## config.mk

```make
export PLATFORM = sky130hd
export DESIGN_NAME = pcp_top
export DESIGN_NICKNAME = d
export VERILOG_FILES = /design/src/hw/pcp_pkg.sv /design/src/hw/pcp_top.sv
export VERILOG_INCLUDE_DIRS = /design/src /design/src/hw
export SDC_FILE = /design/constraint.sdc
export NUM_CORES = 1
export LEC_CHECK = 0
export ABC_AREA = 1
export ABC_CLOCK_PERIOD_IN_PS = 4400
export BUFFER_PORTS_ARGS = -buffer_cell sky130_fd_sc_hd__buf_2
export CELL_PAD_IN_SITES_DETAIL_PLACEMENT = 0
export CELL_PAD_IN_SITES_GLOBAL_PLACEMENT = 1
export CORE_ASPECT_RATIO = 0.75
export CORE_MARGIN = 1.5
export CORE_UTILIZATION = 42
export CTS_CLUSTER_DIAMETER = 50
export DETAILED_ROUTE_END_ITERATION = 10
export PLACE_DENSITY_LB_ADDON = 0.1
export REMOVE_ABC_BUFFERS = 1
export SLEW_MARGIN = 20
export SYNTH_ARGS = -nofsm -noshare
export SYNTH_HDL_FRONTEND = slang
export SYNTH_SLANG_ARGS = --single-unit
```

## constraint.sdc

```tcl
create_clock -name core_clk -period 4.4 [get_ports core_clk]
set_input_delay 0.22 -clock core_clk [delete_from_list [all_inputs] [get_ports core_clk]]
set_output_delay 0.22 -clock core_clk [all_outputs]
set_load 0.05 [all_outputs]
```

## src/hw/pcp_map.svh

```systemverilog
`ifndef PCP_MAP_SVH
`define PCP_MAP_SVH

// ****************************************************************
// Register indices (byte address is four times the index)
// ****************************************************************
`define PCP_PLL_CTRL_IDX   8'h29
`define PCP_CLK_PRESC_IDX  8'h2A

// ****************************************************************
// Field positions and values
// ****************************************************************
`define PCP_RATE_BIT       2
`define PCP_ENABLE_BIT     1
`define PCP_LOCK_BIT       0
`define PCP_UNLOCK_BIT     7
`define PCP_UNLOCK_VAL     8'h80
`define PCP_PLL_RESET      8'h00
`define PCP_DIV1_CODE      4'h0
`define PCP_DIV8_CODE      4'h3
`define PCP_MAX_CODE       4'h8
`define PCP_SRC_EXT        4'h0
`define PCP_SRC_RC         4'h2
`define PCP_SRC_PLL        4'h3
`define PCP_SUT_SHORT      2'h1
`define PCP_SUT_LONG       2'h2
`define PCP_FAST_HI_MHZ    7'h40
`define PCP_FAST_LO_MHZ    7'h20
`define PCP_REF_MHZ        1
`define PCP_PLL_MULT       64
`define PCP_WDT_KHZ        128

// ****************************************************************
// Timing
// ****************************************************************
`define PCP_CLK_KHZ        20000
`define PCP_LOCK_MS        100
`define PCP_SUT1_US        4100
`define PCP_SUT2_US        65000
`define PCP_RST_CK         14
`define PCP_PD_CK          6
`define PCP_UNLOCK_CYC     3'h4
`define PCP_BOOT_LOAD      3'h4
`define PCP_BOOT_DONE      3'h5

`endif

```

## src/hw/pcp_pkg.sv

```systemverilog
package pcp_pkg;

   // ****************************************************************
   // Types
   // ****************************************************************
   typedef struct packed {
      logic [3:0] src;
      logic [1:0] startup_time_fuses;
      logic       clock_out_fuse;
      logic       div8;
   } pcp_fuse_t;

   typedef struct packed {
      logic io;
      logic adc;
      logic cpu;
      logic flash;
   } pcp_clk_en_t;

   typedef enum logic [4:0] {
      ST_CK    = 5'b00001,
      ST_DLY   = 5'b00010,
      ST_RUN   = 5'b00100,
      ST_SLEEP = 5'b01000,
      ST_WAKE  = 5'b10000
   } pcp_state_t;

endpackage : pcp_pkg

```

## src/hw/pcp_top.sv

```systemverilog
`timescale 1ns/1ps
`include "pcp_map.svh"
module pcp_top #(
   parameter int ADDR_W   = 12,
   parameter int CNT_W    = 22,
   parameter int LOCK_CYC = `PCP_LOCK_MS * `PCP_CLK_KHZ,
   parameter int SUT1_CYC = (`PCP_SUT1_US * `PCP_CLK_KHZ) / 1000,
   parameter int SUT2_CYC = (`PCP_SUT2_US * `PCP_CLK_KHZ) / 1000
) (
   // Clock, reset, freeze
   input  wire logic                 core_clk,
   input  wire logic                 reset_n,
   input  wire logic                 clk_en,
   // APB slave
   input  wire logic [ADDR_W-1:0]    paddr,
   input  wire logic                 psel,
   input  wire logic                 penable,
   input  wire logic                 pwrite,
   input  wire logic [31:0]          pwdata,
   output logic      [31:0]          prdata,
   output logic                      pready,
   output logic                      pslverr,
   // Pins and fuses
   input  wire logic                 osc_input_pin,
   input  wire pcp_pkg::pcp_fuse_t   fuse_pins,
   input  wire logic                 power_down,
   // PLL and oscillators
   output logic                      pll_enable_out,
   output logic                      rc_osc_enable,
   output logic                      pll_locked_psc,
   output logic      [6:0]           pll_freq_mhz,
   output logic                      wdt_osc_enable,
   // System clocks
   output pcp_pkg::pcp_clk_en_t      clk_en_out,
   output logic                      sys_clk_div,
   output logic                      clock_out_pin,
   output logic                      clock_out_oe,
   output logic                      core_ready
);

   // ****************************************************************
   // Functions
   // ****************************************************************
   function automatic logic [ADDR_W-1:0] pcp_byte_addr(input logic [7:0] idx);
      return ADDR_W'({idx, 2'b00});
   endfunction : pcp_byte_addr

   function automatic logic [8:0] pcp_factor(input logic [3:0] code);
      return 9'h001 << code;
   endfunction : pcp_factor

   // ****************************************************************
   // Reset and input synchronisers
   // ****************************************************************
   logic                 rstMeta;
   logic                 rstSync;
   logic [8:0]           syncA;
   logic [8:0]           syncB;
   logic [8:0]           syncC;
   logic [8:0]           filt;
   logic                 oscPrev;

   always_ff @(posedge core_clk or negedge reset_n) begin
      if (!reset_n) begin
         rstMeta <= 1'b0;
         rstSync <= 1'b0;
      end else begin
         rstMeta <= 1'b1;
         rstSync <= rstMeta;
      end
   end

   // A bit changes only once stages two and three agree
   wire  [8:0]           pinBus   = {osc_input_pin, fuse_pins};
   wire  [8:0]           pinAgree = ~(syncB ^ syncC);
   wire  [8:0]           next_filt = (pinAgree & syncC) | (~pinAgree & filt);

   always_ff @(posedge core_clk or negedge rstSync) begin
      if (!rstSync) begin
         syncA   <= 9'h000;
         syncB   <= 9'h000;
         syncC   <= 9'h000;
         filt    <= 9'h000;
         oscPrev <= 1'b0;
      end else if (clk_en) begin
         syncA   <= pinBus;
         syncB   <= syncA;
         syncC   <= syncB;
         filt    <= next_filt;
         oscPrev <= filt[8];
      end
   end

   wire pcp_pkg::pcp_fuse_t fuseF = pcp_pkg::pcp_fuse_t'(filt[7:0]);
   wire                 oscF     = filt[8];
   wire                 extSel   = fuseF.src == `PCP_SRC_EXT;
   wire                 pllIsSys = fuseF.src == `PCP_SRC_PLL;
   wire                 rcSel    = fuseF.src == `PCP_SRC_RC;
   // External source ticks on its rising edge; internal sources every cycle
   wire                 srcTick  = extSel ? (oscF & ~oscPrev) : 1'b1;

   // ****************************************************************
   // Fuse strap capture after reset release
   // ****************************************************************
   logic [2:0]           bootCnt;
   wire                  bootLoad = bootCnt == `PCP_BOOT_LOAD;
   wire                  bootDone = bootCnt == `PCP_BOOT_DONE;

   always_ff @(posedge core_clk or negedge rstSync) begin
      if (!rstSync) begin
         bootCnt <= 3'h0;
      end else if (clk_en && !bootDone) begin
         bootCnt <= 3'(bootCnt + 3'h1);
      end
   end

   // ****************************************************************
   // APB decode
   // ****************************************************************
   logic                 rateSel;
   logic                 pllEnBit;
   logic                 pllLocked;
   logic                 unlock;
   logic [2:0]           unlockCnt;
   logic [3:0]           presc;

   wire                  selPll     = paddr == pcp_byte_addr(`PCP_PLL_CTRL_IDX);
   wire                  selPresc   = paddr == pcp_byte_addr(`PCP_CLK_PRESC_IDX);
   wire                  accessWait = psel & penable & ~pready;
   wire                  apbDone    = psel & penable & pready;
   wire                  wrPll      = apbDone & pwrite & selPll;
   wire                  clkprWr    = apbDone & pwrite & selPresc;
   wire                  pllEnEff   = pllEnBit | pllIsSys;
   // Reserved upper bits are constant zero
   wire  [7:0]           readPll    = {5'h00, rateSel, pllEnEff, pllLocked};
   wire  [7:0]           readPresc  = {unlock, 3'h0, presc};
   wire  [31:0]          next_prdata = (pwrite || !(selPll || selPresc)) ? 32'h0 :
                                       {24'h0, selPll ? readPll : readPresc};

   always_ff @(posedge core_clk or negedge rstSync) begin
      if (!rstSync) begin
         prdata  <= 32'h0;
         pready  <= 1'b0;
         pslverr <= 1'b0;
      end else if (clk_en) begin
         pready  <= accessWait;
         pslverr <= accessWait & ~(selPll | selPresc);
         if (accessWait) begin
            prdata <= next_prdata;
         end
      end
   end

   // ****************************************************************
   // Prescaler register and unlock window
   // ****************************************************************
   wire                  unlockReq = clkprWr && pwdata[7:0] == `PCP_UNLOCK_VAL;
   wire                  selWrite  = clkprWr && !pwdata[`PCP_UNLOCK_BIT];
   wire                  unlockSet = unlockReq && !unlock;
   wire                  next_unlock = unlockSet ? 1'b1 :
                                       (unlock && (selWrite || unlockCnt == 3'h1)) ? 1'b0 :
                                       unlock;
   wire  [2:0]           next_unlockCnt = unlockSet ? `PCP_UNLOCK_CYC :
                                          next_unlock ? 3'(unlockCnt - 3'h1) : 3'h0;
   // Any code is stored; reserved codes never reach the divider
   wire  [3:0]           next_presc = bootLoad ? (fuseF.div8 ? `PCP_DIV8_CODE
                                                            : `PCP_DIV1_CODE) :
                                      (unlock && selWrite) ? pwdata[3:0] : presc;

   always_ff @(posedge core_clk or negedge rstSync) begin
      if (!rstSync) begin
         unlock    <= 1'b0;
         unlockCnt <= 3'h0;
         presc     <= `PCP_DIV1_CODE;
      end else if (clk_en) begin
         unlock    <= next_unlock;
         unlockCnt <= next_unlockCnt;
         presc     <= next_presc;
      end
   end

   // ****************************************************************
   // PLL control and lock timer
   // ****************************************************************
   logic [CNT_W-1:0]     lockCnt;
   wire                  lockHit = lockCnt == CNT_W'(LOCK_CYC - 1);
   // Reference is RC / 8 at 1 MHz, output is ref * 64, halved at low rate
   wire  [6:0]           fastMhz = rateSel ? `PCP_FAST_HI_MHZ : `PCP_FAST_LO_MHZ;

   always_ff @(posedge core_clk or negedge rstSync) begin
      if (!rstSync) begin
         rateSel        <= 1'b0;
         pllEnBit       <= 1'b0;
         pllLocked      <= 1'b0;
         lockCnt        <= '0;
         pll_enable_out <= 1'b0;
         rc_osc_enable  <= 1'b0;
         pll_locked_psc <= 1'b0;
         pll_freq_mhz   <= `PCP_FAST_LO_MHZ;
         wdt_osc_enable <= 1'b0;
      end else if (clk_en) begin
         if (wrPll) begin
            rateSel  <= pwdata[`PCP_RATE_BIT];
            pllEnBit <= pwdata[`PCP_ENABLE_BIT];
         end
         if (!pllEnEff) begin
            lockCnt   <= '0;
            pllLocked <= 1'b0;
         end else if (!lockHit) begin
            lockCnt <= CNT_W'(lockCnt + 1'b1);
         end else begin
            pllLocked <= 1'b1;
         end
         pll_enable_out <= pllEnEff;
         rc_osc_enable  <= pllEnEff | rcSel;
         pll_locked_psc <= pllLocked & pllEnEff;
         pll_freq_mhz   <= fastMhz;
         wdt_osc_enable <= 1'b1;
      end
   end

   // ****************************************************************
   // Start-up sequencer
   // ****************************************************************
   pcp_pkg::pcp_state_t  state;
   pcp_pkg::pcp_state_t  next_state;
   logic [CNT_W-1:0]     stCnt;
   logic [CNT_W-1:0]     next_stCnt;

   wire                  needDelay = fuseF.startup_time_fuses == `PCP_SUT_SHORT || fuseF.startup_time_fuses == `PCP_SUT_LONG;
   wire  [CNT_W-1:0]     delayCyc  = (fuseF.startup_time_fuses == `PCP_SUT_SHORT) ? CNT_W'(SUT1_CYC)
                                                                  : CNT_W'(SUT2_CYC);
   wire                  ckLast    = srcTick && stCnt == CNT_W'(`PCP_RST_CK - 1);
   wire                  wakeLast  = srcTick && stCnt == CNT_W'(`PCP_PD_CK - 1);
   wire  [CNT_W-1:0]     stInc     = CNT_W'(stCnt + 1'b1);

   // Reserved startup code behaves as code 00, with no delay
   always_comb begin
      next_state = state;
      next_stCnt = stCnt;
      unique case (state)
         pcp_pkg::ST_CK: begin
            if (bootDone && ckLast) begin
               next_state = needDelay ? pcp_pkg::ST_DLY : pcp_pkg::ST_RUN;
               next_stCnt = '0;
            end else if (bootDone && srcTick) begin
               next_stCnt = stInc;
            end
         end
         pcp_pkg::ST_DLY: begin
            if (stCnt == CNT_W'(delayCyc - 1'b1)) begin
               next_state = pcp_pkg::ST_RUN;
               next_stCnt = '0;
            end else begin
               next_stCnt = stInc;
            end
         end
         pcp_pkg::ST_RUN: begin
            if (power_down) begin
               next_state = pcp_pkg::ST_SLEEP;
            end
         end
         pcp_pkg::ST_SLEEP: begin
            if (!power_down) begin
               next_state = pcp_pkg::ST_WAKE;
               next_stCnt = '0;
            end
         end
         pcp_pkg::ST_WAKE: begin
            if (wakeLast) begin
               next_state = pcp_pkg::ST_RUN;
               next_stCnt = '0;
            end else if (srcTick) begin
               next_stCnt = stInc;
            end
         end
      endcase
   end

   always_ff @(posedge core_clk or negedge rstSync) begin
      if (!rstSync) begin
         state      <= pcp_pkg::ST_CK;
         stCnt      <= '0;
         core_ready <= 1'b0;
      end else if (clk_en) begin
         state      <= next_state;
         stCnt      <= next_stCnt;
         core_ready <= next_state == pcp_pkg::ST_RUN;
      end
   end

   // ****************************************************************
   // Glitch-free system clock prescaler
   // ****************************************************************
   logic [3:0]           activeSel;
   logic [7:0]           divCnt;

   wire  [8:0]           factor    = pcp_factor(activeSel);
   // New code is taken only at the end of a full old period, so no short pulse
   wire                  boundary  = srcTick && {1'b0, divCnt} == 9'(factor - 9'h001);
   wire                  prescOk   = presc <= `PCP_MAX_CODE;
   wire  [3:0]           next_activeSel = (boundary && prescOk) ? presc : activeSel;
   wire  [7:0]           next_divCnt = boundary ? 8'h00 :
                                       srcTick ? 8'(divCnt + 8'h01) : divCnt;
   wire  [8:0]           nextFactor = pcp_factor(next_activeSel);
   // External source at factor one follows the pin itself, so the pin is not halved
   wire                  next_level = (nextFactor != 9'h001) ?
                                      ({1'b0, next_divCnt} < (nextFactor >> 1)) :
                                      (extSel ? oscF : (sys_clk_div ^ srcTick));
   wire                  runClk    = next_state == pcp_pkg::ST_RUN;

   // Divider runs through the reset delay so the clock-out pin is alive
   always_ff @(posedge core_clk or negedge rstSync) begin
      if (!rstSync) begin
         activeSel     <= `PCP_DIV1_CODE;
         divCnt        <= 8'h00;
         sys_clk_div   <= 1'b0;
         clk_en_out    <= '0;
         clock_out_pin <= 1'b0;
         clock_out_oe  <= 1'b0;
      end else if (clk_en) begin
         activeSel     <= next_activeSel;
         divCnt        <= next_divCnt;
         sys_clk_div   <= next_level;
         clk_en_out    <= pcp_pkg::pcp_clk_en_t'({4{boundary & runClk}});
         clock_out_pin <= fuseF.clock_out_fuse & next_level;
         clock_out_oe  <= fuseF.clock_out_fuse;
      end
   end

   logic [3:0]           unlockAge;
   always_ff @(posedge core_clk or negedge rstSync) begin
      if (!rstSync) begin
         unlockAge <= 4'h0;
      end else if (clk_en) begin
         unlockAge <= next_unlock ? 4'(unlockAge + 4'h1) : 4'h0;
      end
   end
endmodule : pcp_top

```

# [After elaboration in Yosys (flattened, before gate mapping)]
# Cells that the tools add are included.
# W data, S select, Z words.
[totals] reg_bits=164 input_bits=60 out_inout_bits=53
[op_classes] addsub=7 magnitude_cmp=2 eq_ne=27 shift=2 mux=35 n_bitwise=24 n_reduce_logical=29
[ops] operator="$mux W22" n=8
[ops] operator="$pmux W22 S4" n=1
[ops] operator="$add A22 B1 Y22 const B" n=2
[ops] operator="$mux W8" n=4
[ops] operator="$mux W5" n=5
[ops] operator="$pmux W5 S5" n=1
[ops] operator="$eq A12 B8 Y1 const B" n=2
[ops] operator="$eq A22 B21 Y1 const B" n=1
[ops] operator="$eq A22 B22 Y1" n=1
[ops] operator="$eq A22 B3 Y1 const B" n=1
[ops] operator="$eq A22 B4 Y1 const B" n=1
[ops] operator="$sub A21 B1 Y22 const B" n=1
[ops] operator="$mux W21" n=1
[ops] operator="$and A9 B9 Y9" n=2
[ops] operator="$not A9 Y9" n=2
[ops] operator="$shl A1 B4 Y9 const A" n=2
[ops] operator="$logic_and A1 B1 Y1" n=12
[ops] operator="$mux W4" n=3
[ops] operator="$and A1 B1 Y1" n=11
[ops] operator="$eq A5 B3 Y1 const B" n=2
[ops] operator="$reduce_and A2 Y1" n=5
[ops] operator="$eq A8 B9 Y1" n=1
[ops] operator="$mux W3" n=3
[ops] operator="$ne A9 B1 Y1 const B" n=1
[ops] operator="33 further kinds" n=53

# [Logic depth before layout (Yosys ltp)]
# Gate-level depths: netlist (run 1).
[depth] depth_word=11 ltp_mapped=27

# [Worst setup path after synthesis (run 1)]
# OpenSTA, ideal clock, no wires.
[synth_timing] path_type="flip-flop to flip-flop" from="register activeSel[3]" to="register sys_clk_div" setup_time_ns=0.118 arrival_time_ns=2.800 required_time_ns=4.282 setup_slack_ns=1.482 stages_incl_launch_ff=26 n_path_buf=0 synth_period_minus_slack_ns=2.918 cell_sequence="dfrtp_1 -> nor2_4 -> nand2_1 -> ha_1 -> xnor2_1 -> nor2_1 -> nand2_1 -> nor2_2 -> nand2_2 -> nor2_8 -> nand3_4 -> nand2_1 -> nand2_2 -> nor2_1 -> nand2_1 -> ha_1 -> inv_1 -> o21bai_2 -> nand2_1 -> nand2_1 -> nand2_1 -> nand2_1 -> nand2_1 -> nand2_1 -> nand2_1 -> nand2_1"
[synth_between] elab_chain_cells=9 word_cells_on_any_way=11 cone_classes="1 x add/sub; 1 x order compare; 2 x eq/ne; 2 x shift; 3 x mux; 2 x reduce/logical"
[synth_lines] element="from (decl)" line_no="pcp_top.sv:295" text="logic [3:0] activeSel;"
[synth_lines] element="from (signal assigned)" line_no="pcp_top.sv:315" text="activeSel <= `PCP_DIV1_CODE;"
[synth_lines] element="from (signal assigned)" line_no="pcp_top.sv:322" text="activeSel <= next_activeSel;"
[synth_lines] element="$shl A1 B4 Y9" line_no="pcp_top.sv:49" text="return 9'h001 << code;"
[synth_lines] element="$sub A9 B1 Y9" line_no="pcp_top.sv:300" text="wire boundary = srcTick && {1'b0, divCnt} == 9'(factor - 9'h001);"
[synth_lines] element="$eq A8 B9 Y1" line_no="pcp_top.sv:300"
[synth_lines] element="$logic_and A1 B1 Y1" line_no="pcp_top.sv:300"
[synth_lines] element="$logic_and A1 B1 Y1" line_no="pcp_top.sv:302" text="wire [3:0] next_activeSel = (boundary && prescOk) ? presc : activeSel;"
[synth_lines] element="$mux W4" line_no="pcp_top.sv:302"
[synth_lines] element="$shl A1 B4 Y9" line_no="pcp_top.sv:49"
[synth_lines] element="$lt A8 B8 Y1 / $ne A9 B1 Y1 (equally long branches)" line_no="pcp_top.sv:308, pcp_top.sv:307"
[synth_lines] element="$mux W1 *" line_no="pcp_top.sv:307" text="wire next_level = (nextFactor != 9'h001) ?"
[synth_lines] element="to (signal assigned)" line_no="pcp_top.sv:324" text="sys_clk_div <= next_level;"
[synth_lines] element="to (decl)" line_no="pcp_top.sv:35" text="output logic sys_clk_div,"
# Every way passes the cells marked *; elsewhere a longest branch is shown, timed or not.
# A chain may end at the register's enable or synchronous reset.

# [Worst setup path after layout (run 1)]
# Ends and elaborated chain as after synthesis.

==> flow_summary.ini, run 1 <==
[power]
p_sw_mw = 2.185
p_leak_nw = 4.190
combPwrFrac = 0.394
switching_share = 0.4255
power_frac_clock = 0.281
seqPwrFrac = 0.326
ir_drop_mv = 0.2590
p_int_mw = 2.951
powerDensity_nw_per_um2 = 599.1

[yosys]
yosysUniqueCellTypes = 47
yosysTopAreaCellShare = 0.4353
yosysWarningCount = 0
synthArstFlopShare = 1.000
synth_area_leader_cell = dfrtp_1
ys_dominant_reg_cell = dfrtp_1
synthMuxAreaShare = 0
syn_inst = 973
synth_compound_area_frac = 0.1184
synth-seq-cells = 132
synth_enable_flop_cells = 0
synth-simple-area-share = 0.2846
ys_seq_area_frac = 0.4423
syn_avg_cell_area_um2 = 7.681
synthXorXnorAreaFrac = 0.01758
synth_area_leaders = dfrtp_1, nand2_1, o21ai_0, inv_1, nor2_1
synthMostInstantiatedCell = nand2_1
synth_commonest_cells = nand2_1, dfrtp_1, inv_1
synth_top_family_by_area = simple AND/OR/NAND/NOR gates
yosys.area_share.adder = 0.03014
syn_area_um2 = 7473

[sta]
slew_headroom = 0.3867
maxSlewViolCount = 0
finalCritPeriodShare = 0.7757
whs_ns = 0.09715
period_minus_slack_ns = 3.413
worst_pin_slew_ns = 0.9199
fin_tns_setup_ns = 0
hold_viol_final = 0
setup_viol = 0
setup_ws_ns = 0.9871
rsz0062_at_grt = false
max_freq_ghz = 0.2930
clock_skew_ns = 0.01156

[cts]
clock_sinks = 132
cts_setup_buffers = 0
cts_made_buffers = 17
cts_max_level = 4
insertion_delay_ns = 0.42
post_cts_resized = 0
holdBufCountCts = 10
clk_pin_slew_ns = 0.06
cts_root_buffer = clkbuf_16
clockBufferDepth = 2
cts_tree = yes

[route]
drt-initial-drc-count = 498
wirelength_mm = 17.67
vias = 6326
wl_per_cell_um = 13.63
antenna_left = 0
avgViaCountPerCell = 4.881
drc = 0
dr.pass1.iters = 5

[critical_path]
end_kind = register
slowest_delay_ns = 0.45
worst_r2r_path_depth = 24
startpoint_type = register
cp_max_fo = 7
cp.required_ns = 4.75
crit_type = register to register
cp.arrival_ns = 3.77
worst_path_most_repeated_cell = nand2_1
slowest_stage = dfrtp_1
path_cells = nor2_4 -> nand2_1 -> ha_1 -> xnor2_1 -> nor2_1 -> nand2_1 -> nor2_2 -> nand2_2 -> nor2_8 -> nand2_4 -> clkinv_4 -> nand2_1 -> nand2_1 -> inv_1 -> nor2_1 -> nand2_1 -> ha_1 -> a21oi_1 -> o21ai_0 -> nor2_1 -> nand2_1 -> nand2_1 -> nand2_1 -> nand2_1

[global_routing]
gr-usage-all-layers = 0.2059
grt_pass1_wl_mm = 29.93
gr-total-overflow = 0
grt_antenna_before_repair = 0
grt_max_degree = 71
grt_pass1_vias = 5919

[finish]
area_growth_pct = 14.72
postLayoutCoreUtil = 0.4885
antennaDiodeCount = 0
drive_above_1_share = 0.1262
fin_nets = 1119

[floorplanning]
start_util = 0.4258
die_y_um = 118.5
die_w_um = 157.0
dieArea_um2 = 18610
io-pin-count = 113
rows = 42
core_area_um2 = 17550

[hold_path]
hold_depth = 3
hold_class = input pin to register

[place]
portBuffers = 56
gp_congestion = 0.8211
place_ws_ns = 0.9833
dp_hpwl_mm = 12.86

[run_status]
status = completed

[job]
drv_cap = 0
-- layout make-up --
class / count / area, µm²
repair buffers: 71 / 417.9
clock buffers: 18 / 429.2
clock inverters: 14 / 166.4
flip-flops and latches: 132 / 3309
inverters: 120 / 455.4
fillers: 1788 / 8979
well taps: 242 / 302.8
multi-input cells: 699 / 3492
-- layout by cell type, fill, tap and decap left out, types with 9 or more instances in the layout --
cell type	count
dfrtp_1	129
nand2_2	10
ha_1	18
dlygate4sd3_1	10
xor2_1	9
nand2_1	259
o21ai_0	85
inv_1	111
a21oi_1	38
nor3_1	29
buf_2	56
conb_1	33
nand4_1	25
nor2_1	81
nand3_1	43
clkbuf_16	17
-- critical path, delay by kind of cell, from the launching register on --
kind,cells,cell delay (ns)
buf+inv,2,0.16
compound gates,2,0.24
simple gates,17,1.73
xor+xnor,1,0.12
flops,1,0.45
fa+ha+maj,2,0.62
-- registers in the layout, summed over array words and instances (netlist names), 2 cells and up, named ones only --
signal and count:
presc 4, pll_freq_mhz 2, divCnt 8, unlockCnt 3, syncB 9, bootCnt 3
state 5, activeSel 4, syncC 9, stCnt 22, prdata 5, lockCnt 22
syncA 9
-- worst paths after layout --
check | startpoint | end | slack, ns
setup reg to reg | activeSel[3] | sys_clk_div | 0.99
hold reg to reg | rstMeta | rstSync | 0.35
min in group asynchronous | reset_n | rstSync | 0.11
max in group asynchronous | rstSync | pll_freq_mhz[5] | 2.95
setup / recovery | activeSel[3] | sys_clk_div | 0.99
hold / removal | pwdata[2] | presc[2] | 0.1
-- per-layer routing --
metal / wire (µm) / global-route usage / vias to the layer above / share of wire
li1: - / - / 3256 / -
met1: 9708 / 0.3228 / 2911 / 0.55
met2: 6806 / 0.2752 / 144 / 0.39
met3: 887 / 0.04840 / 15 / 0.050
met4: 262 / 0.06309 / 0 / 0.015
met5: 0 / 0 / - / 0
-- logic make-up after synthesis --
family	Yosys count
buf+inv	173
simple gates	476
flops	132
fa+ha+maj	18
other cells	2
xor+xnor	15
compound gates	157
-- per-stage QoR --
| stage | area, µm² | instances | power, mW |
|---|---|---|---|
| 2_1_floorplan | 7253 | 951 | 3.226 |
| 3_3_place_gp | 7878 | 1254 | 3.708 |
| 4_1_cts | 8573 | 1296 | 5.188 |
| 6_report | 8573 | 1296 | 5.136 |
| 3_5_place_dp | 7878 | 1254 | 3.712 |
| 5_1_grt | 8573 | 1296 | 5.587 |
-- power by group through the flow --
stage	Clock, mW	Combinational, mW	Sequential, mW
global placement	0	2.01	1.69
finish	1.44	2.02	1.67
CTS	1.48	2.03	1.67
global route	1.53	2.34	1.72
floorplan	0	1.53	1.69
detailed placement	0	2.02	1.69
No activity file was read; power rests on OpenSTA's default activity.
==> inputs of run 2 (changes only) <==
ABC_AREA = 0   (was 1)
ABC_CLOCK_PERIOD_IN_PS = 3500   (was 4400)
CORE_UTILIZATION = 44   (was 42)
clock period = 3.5 ns   (was 4.4 ns; I/O delays follow)
==> run 2 against run 1 <==
Compared with the run above: register-to-register slack lost 1.6 ns; area after synthesis fell by 0.77%; highest routed layer unchanged; the flow now finishes with violations (setup timing); synthesized cell count decreased by 17%; sequential cell count unchanged; count of clock-buffer cells in the layout rose by 2; clock skew down 0.0053 ns; via count is 4.5% lower; wire length is 1.8% lower; worst hold slack got worse by 0.062 ns; non-clock buffer count grew 44; total power grew 16%; core utilization is 6.6 points higher.
==> flow_summary.ini, run 2 <==
[run_status]
status = complete, but fails checks
failed_checks = setup timing

[power]
seqPwrFrac = 0.362
power_frac_clock = 0.306
switching_share = 0.3609
p_leak_nw = 4.054
p_int_mw = 3.794
ir_drop_mv = 0.3571
p_sw_mw = 2.143
combPwrFrac = 0.333
powerDensity_nw_per_um2 = 658.4

[sta]
clock_skew_ns = 0.006267
maxSlewViolCount = 0
worst_pin_slew_ns = 0.8354
hold_viol_final = 0
finalCritPeriodShare = 1.175
setup_ws_ns = -0.6124
setup_viol = 2
rsz0062_at_grt = true
max_freq_ghz = 0.2432
slew_headroom = 0.4379
whs_ns = 0.03491
period_minus_slack_ns = 4.112

[global_routing]
gr-usage-all-layers = 0.2085
use_met3 = 0.04525
gr-max-usage-layer = met2
grt_use_met1 = 0.2987
grt_max_degree = 59
grt_pass1_wl_mm = 29.13
grt_pass1_vias = 5883
gr-usage-met2 = 0.3151
grt_antenna_before_repair = 0
gr-total-overflow = 0

[yosys]
ys_dominant_reg_cell = dfrtp_1
syn_area_um2 = 7416
synth_area_leader_cell = dfrtp_1
synth_commonest_cells = dfrtp_1, nor2_1, nand2_1
syn_avg_cell_area_um2 = 9.224
synthMostInstantiatedCell = dfrtp_1
ys_seq_area_frac = 0.4458
yosysUniqueCellTypes = 69
syn_inst = 804
synth_area_leaders = dfrtp_1, mux2_2, o21ai_0, nor2_1, nand2_1
synth-seq-cells = 132
yosysTopAreaCellShare = 0.4387
synth_enable_flop_cells = 0
synthArstFlopShare = 1.000
yosysWarningCount = 0

[cts]
insertion_delay_ns = 0.42
clk_pin_slew_ns = 0.06
cts_max_level = 4
clock_sinks = 132
cts_tree = yes
cts_root_buffer = clkbuf_16
clockBufferDepth = 2
cts_made_buffers = 17

[critical_path]
end_kind = register
cp.required_ns = 3.85
cp.arrival_ns = 4.46
crit_type = register to register
cp_max_fo = 5
startpoint_type = register

[route]
drt-initial-drc-count = 319
wirelength_mm = 17.34
vias = 6039
avgViaCountPerCell = 5.397
dr.pass1.iters = 7
antenna_left = 0
drc = 0
wl_per_cell_um = 15.50

[place]
place_ws_ns = -0.8495
dp_hpwl_mm = 12.08
portBuffers = 56
gp_congestion = 0.8545
post-place-cells = 1068

[floorplanning]
rows = 40
start_util = 0.4559
dieArea_um2 = 17650
core_area_um2 = 16270
io-pin-count = 113
die_y_um = 115.4
die_w_um = 152.9

[finish]
fin_cells = 1119
layout_common_cells = dfrtp_1, nor2_1, nand2_1, o21ai_0, buf_2
regArea_um2 = 3309
top_regs = lockCnt x22, stCnt x22
fin_nets = 974
area_growth_pct = 21.60
antennaDiodeCount = 0
final_common_cell = dfrtp_1
multi_input_area_um2 = 3935
fillers = 1422
drive_above_1_share = 0.2387

[job]
drv_cap = 0

[hold_path]
hold_class = input pin to register
## run 2: per-layer routing
layer  vias to the layer above  routed length, µm
met4                         0                209
met1                      2960               8729
met3                        19                668
li1                       2939                  -
met2                       121               7735
met5                         -                  0
## run 2: cell families after synthesis
logic type,count (synthesis),share of synthesized area
AO/OA/AOI/OAI,164,0.1367
XOR/XNOR,44,0.05197
flip-flops,132,0.4458
multiplexers,40,0.05956
AND/OR/NAND/NOR,297,0.1999
buffers and inverters,107,0.07474
other,2,0.001013
adder cells (fa/ha/maj),18,0.03037
## run 2: final timing paths
path                                   start            end  slack (ns)  cells after the start
worst min register to register       rstMeta        rstSync        0.35                      0
min in group asynchronous            reset_n        rstSync        0.07                      2
worst max-delay path            activeSel[2]  clock_out_pin       -0.61                     16
max in group asynchronous            rstSync      stCnt[13]        2.22                      1
worst max register to register  activeSel[2]  clock_out_pin       -0.61                     16
worst min-delay path               pwdata[3]       presc[3]        0.03                      3
## run 2: final cells by class
cell class / instances / share of cell area
clock buffers: 20 / 0.04954
well taps: 210 / 0.02914
clock inverters: 12 / 0.01693
inverters: 34 / 0.01415
repair buffers: 115 / 0.08686
multi-input cells: 596 / 0.4364
flip-flops and latches: 132 / 0.3670
## run 2: worst max-delay path, cell delays in order (launching register included)
cell and delay [ns]:
dfrtp_1 0.37, or3_4 0.40, or2_4 0.27, ha_4 0.25, xnor2_2 0.13, a311oi_2 0.18, nand4_1 0.11, a311o_2 0.41
o41a_1 0.37, or2_4 0.28, nand2_4 0.07, ha_4 0.19, or2_4 0.24, o2111ai_4 0.07, o21ba_4 0.18, a2111o_1 0.39
a21oi_2 0.15
## run 2: timing repair
action / in CTS / in global routing
cloned: 0 / 0
endpoints found under the hold margin: 11 / 0
pin swaps: 23 / 7
hold buffers: 10 / 0
setup buffers: 4 / 5
gates resized for setup: 32 / 21
setup endpoints to repair: 2 / 2
## run 2: power groups by stage
stage               sequential [mW]  clock, mW  combinational [mW]
floorplan                      2.17          0                1.09
global placement               2.14          0                1.64
detailed placement             2.16          0                1.68
CTS                            2.14       1.86                1.83
global route                   2.20       1.94                2.20
finish                         2.15       1.82                1.97
## run 2: stage by stage
step | utilization | cell area [µm²] | TNS [ns] | power, mW
detailed placement | 0.4897 | 7965 | -1.695 | 3.840
global placement | 0.4897 | 7965 | -1.561 | 3.780
global route | 0.5544 | 9017 | -1.487 | 6.336
CTS | 0.5435 | 8841 | -1.144 | 5.824
finish | 0.5544 | 9017 | -1.216 | 5.937
floorplan | - | 7106 | -59.63 | 3.257
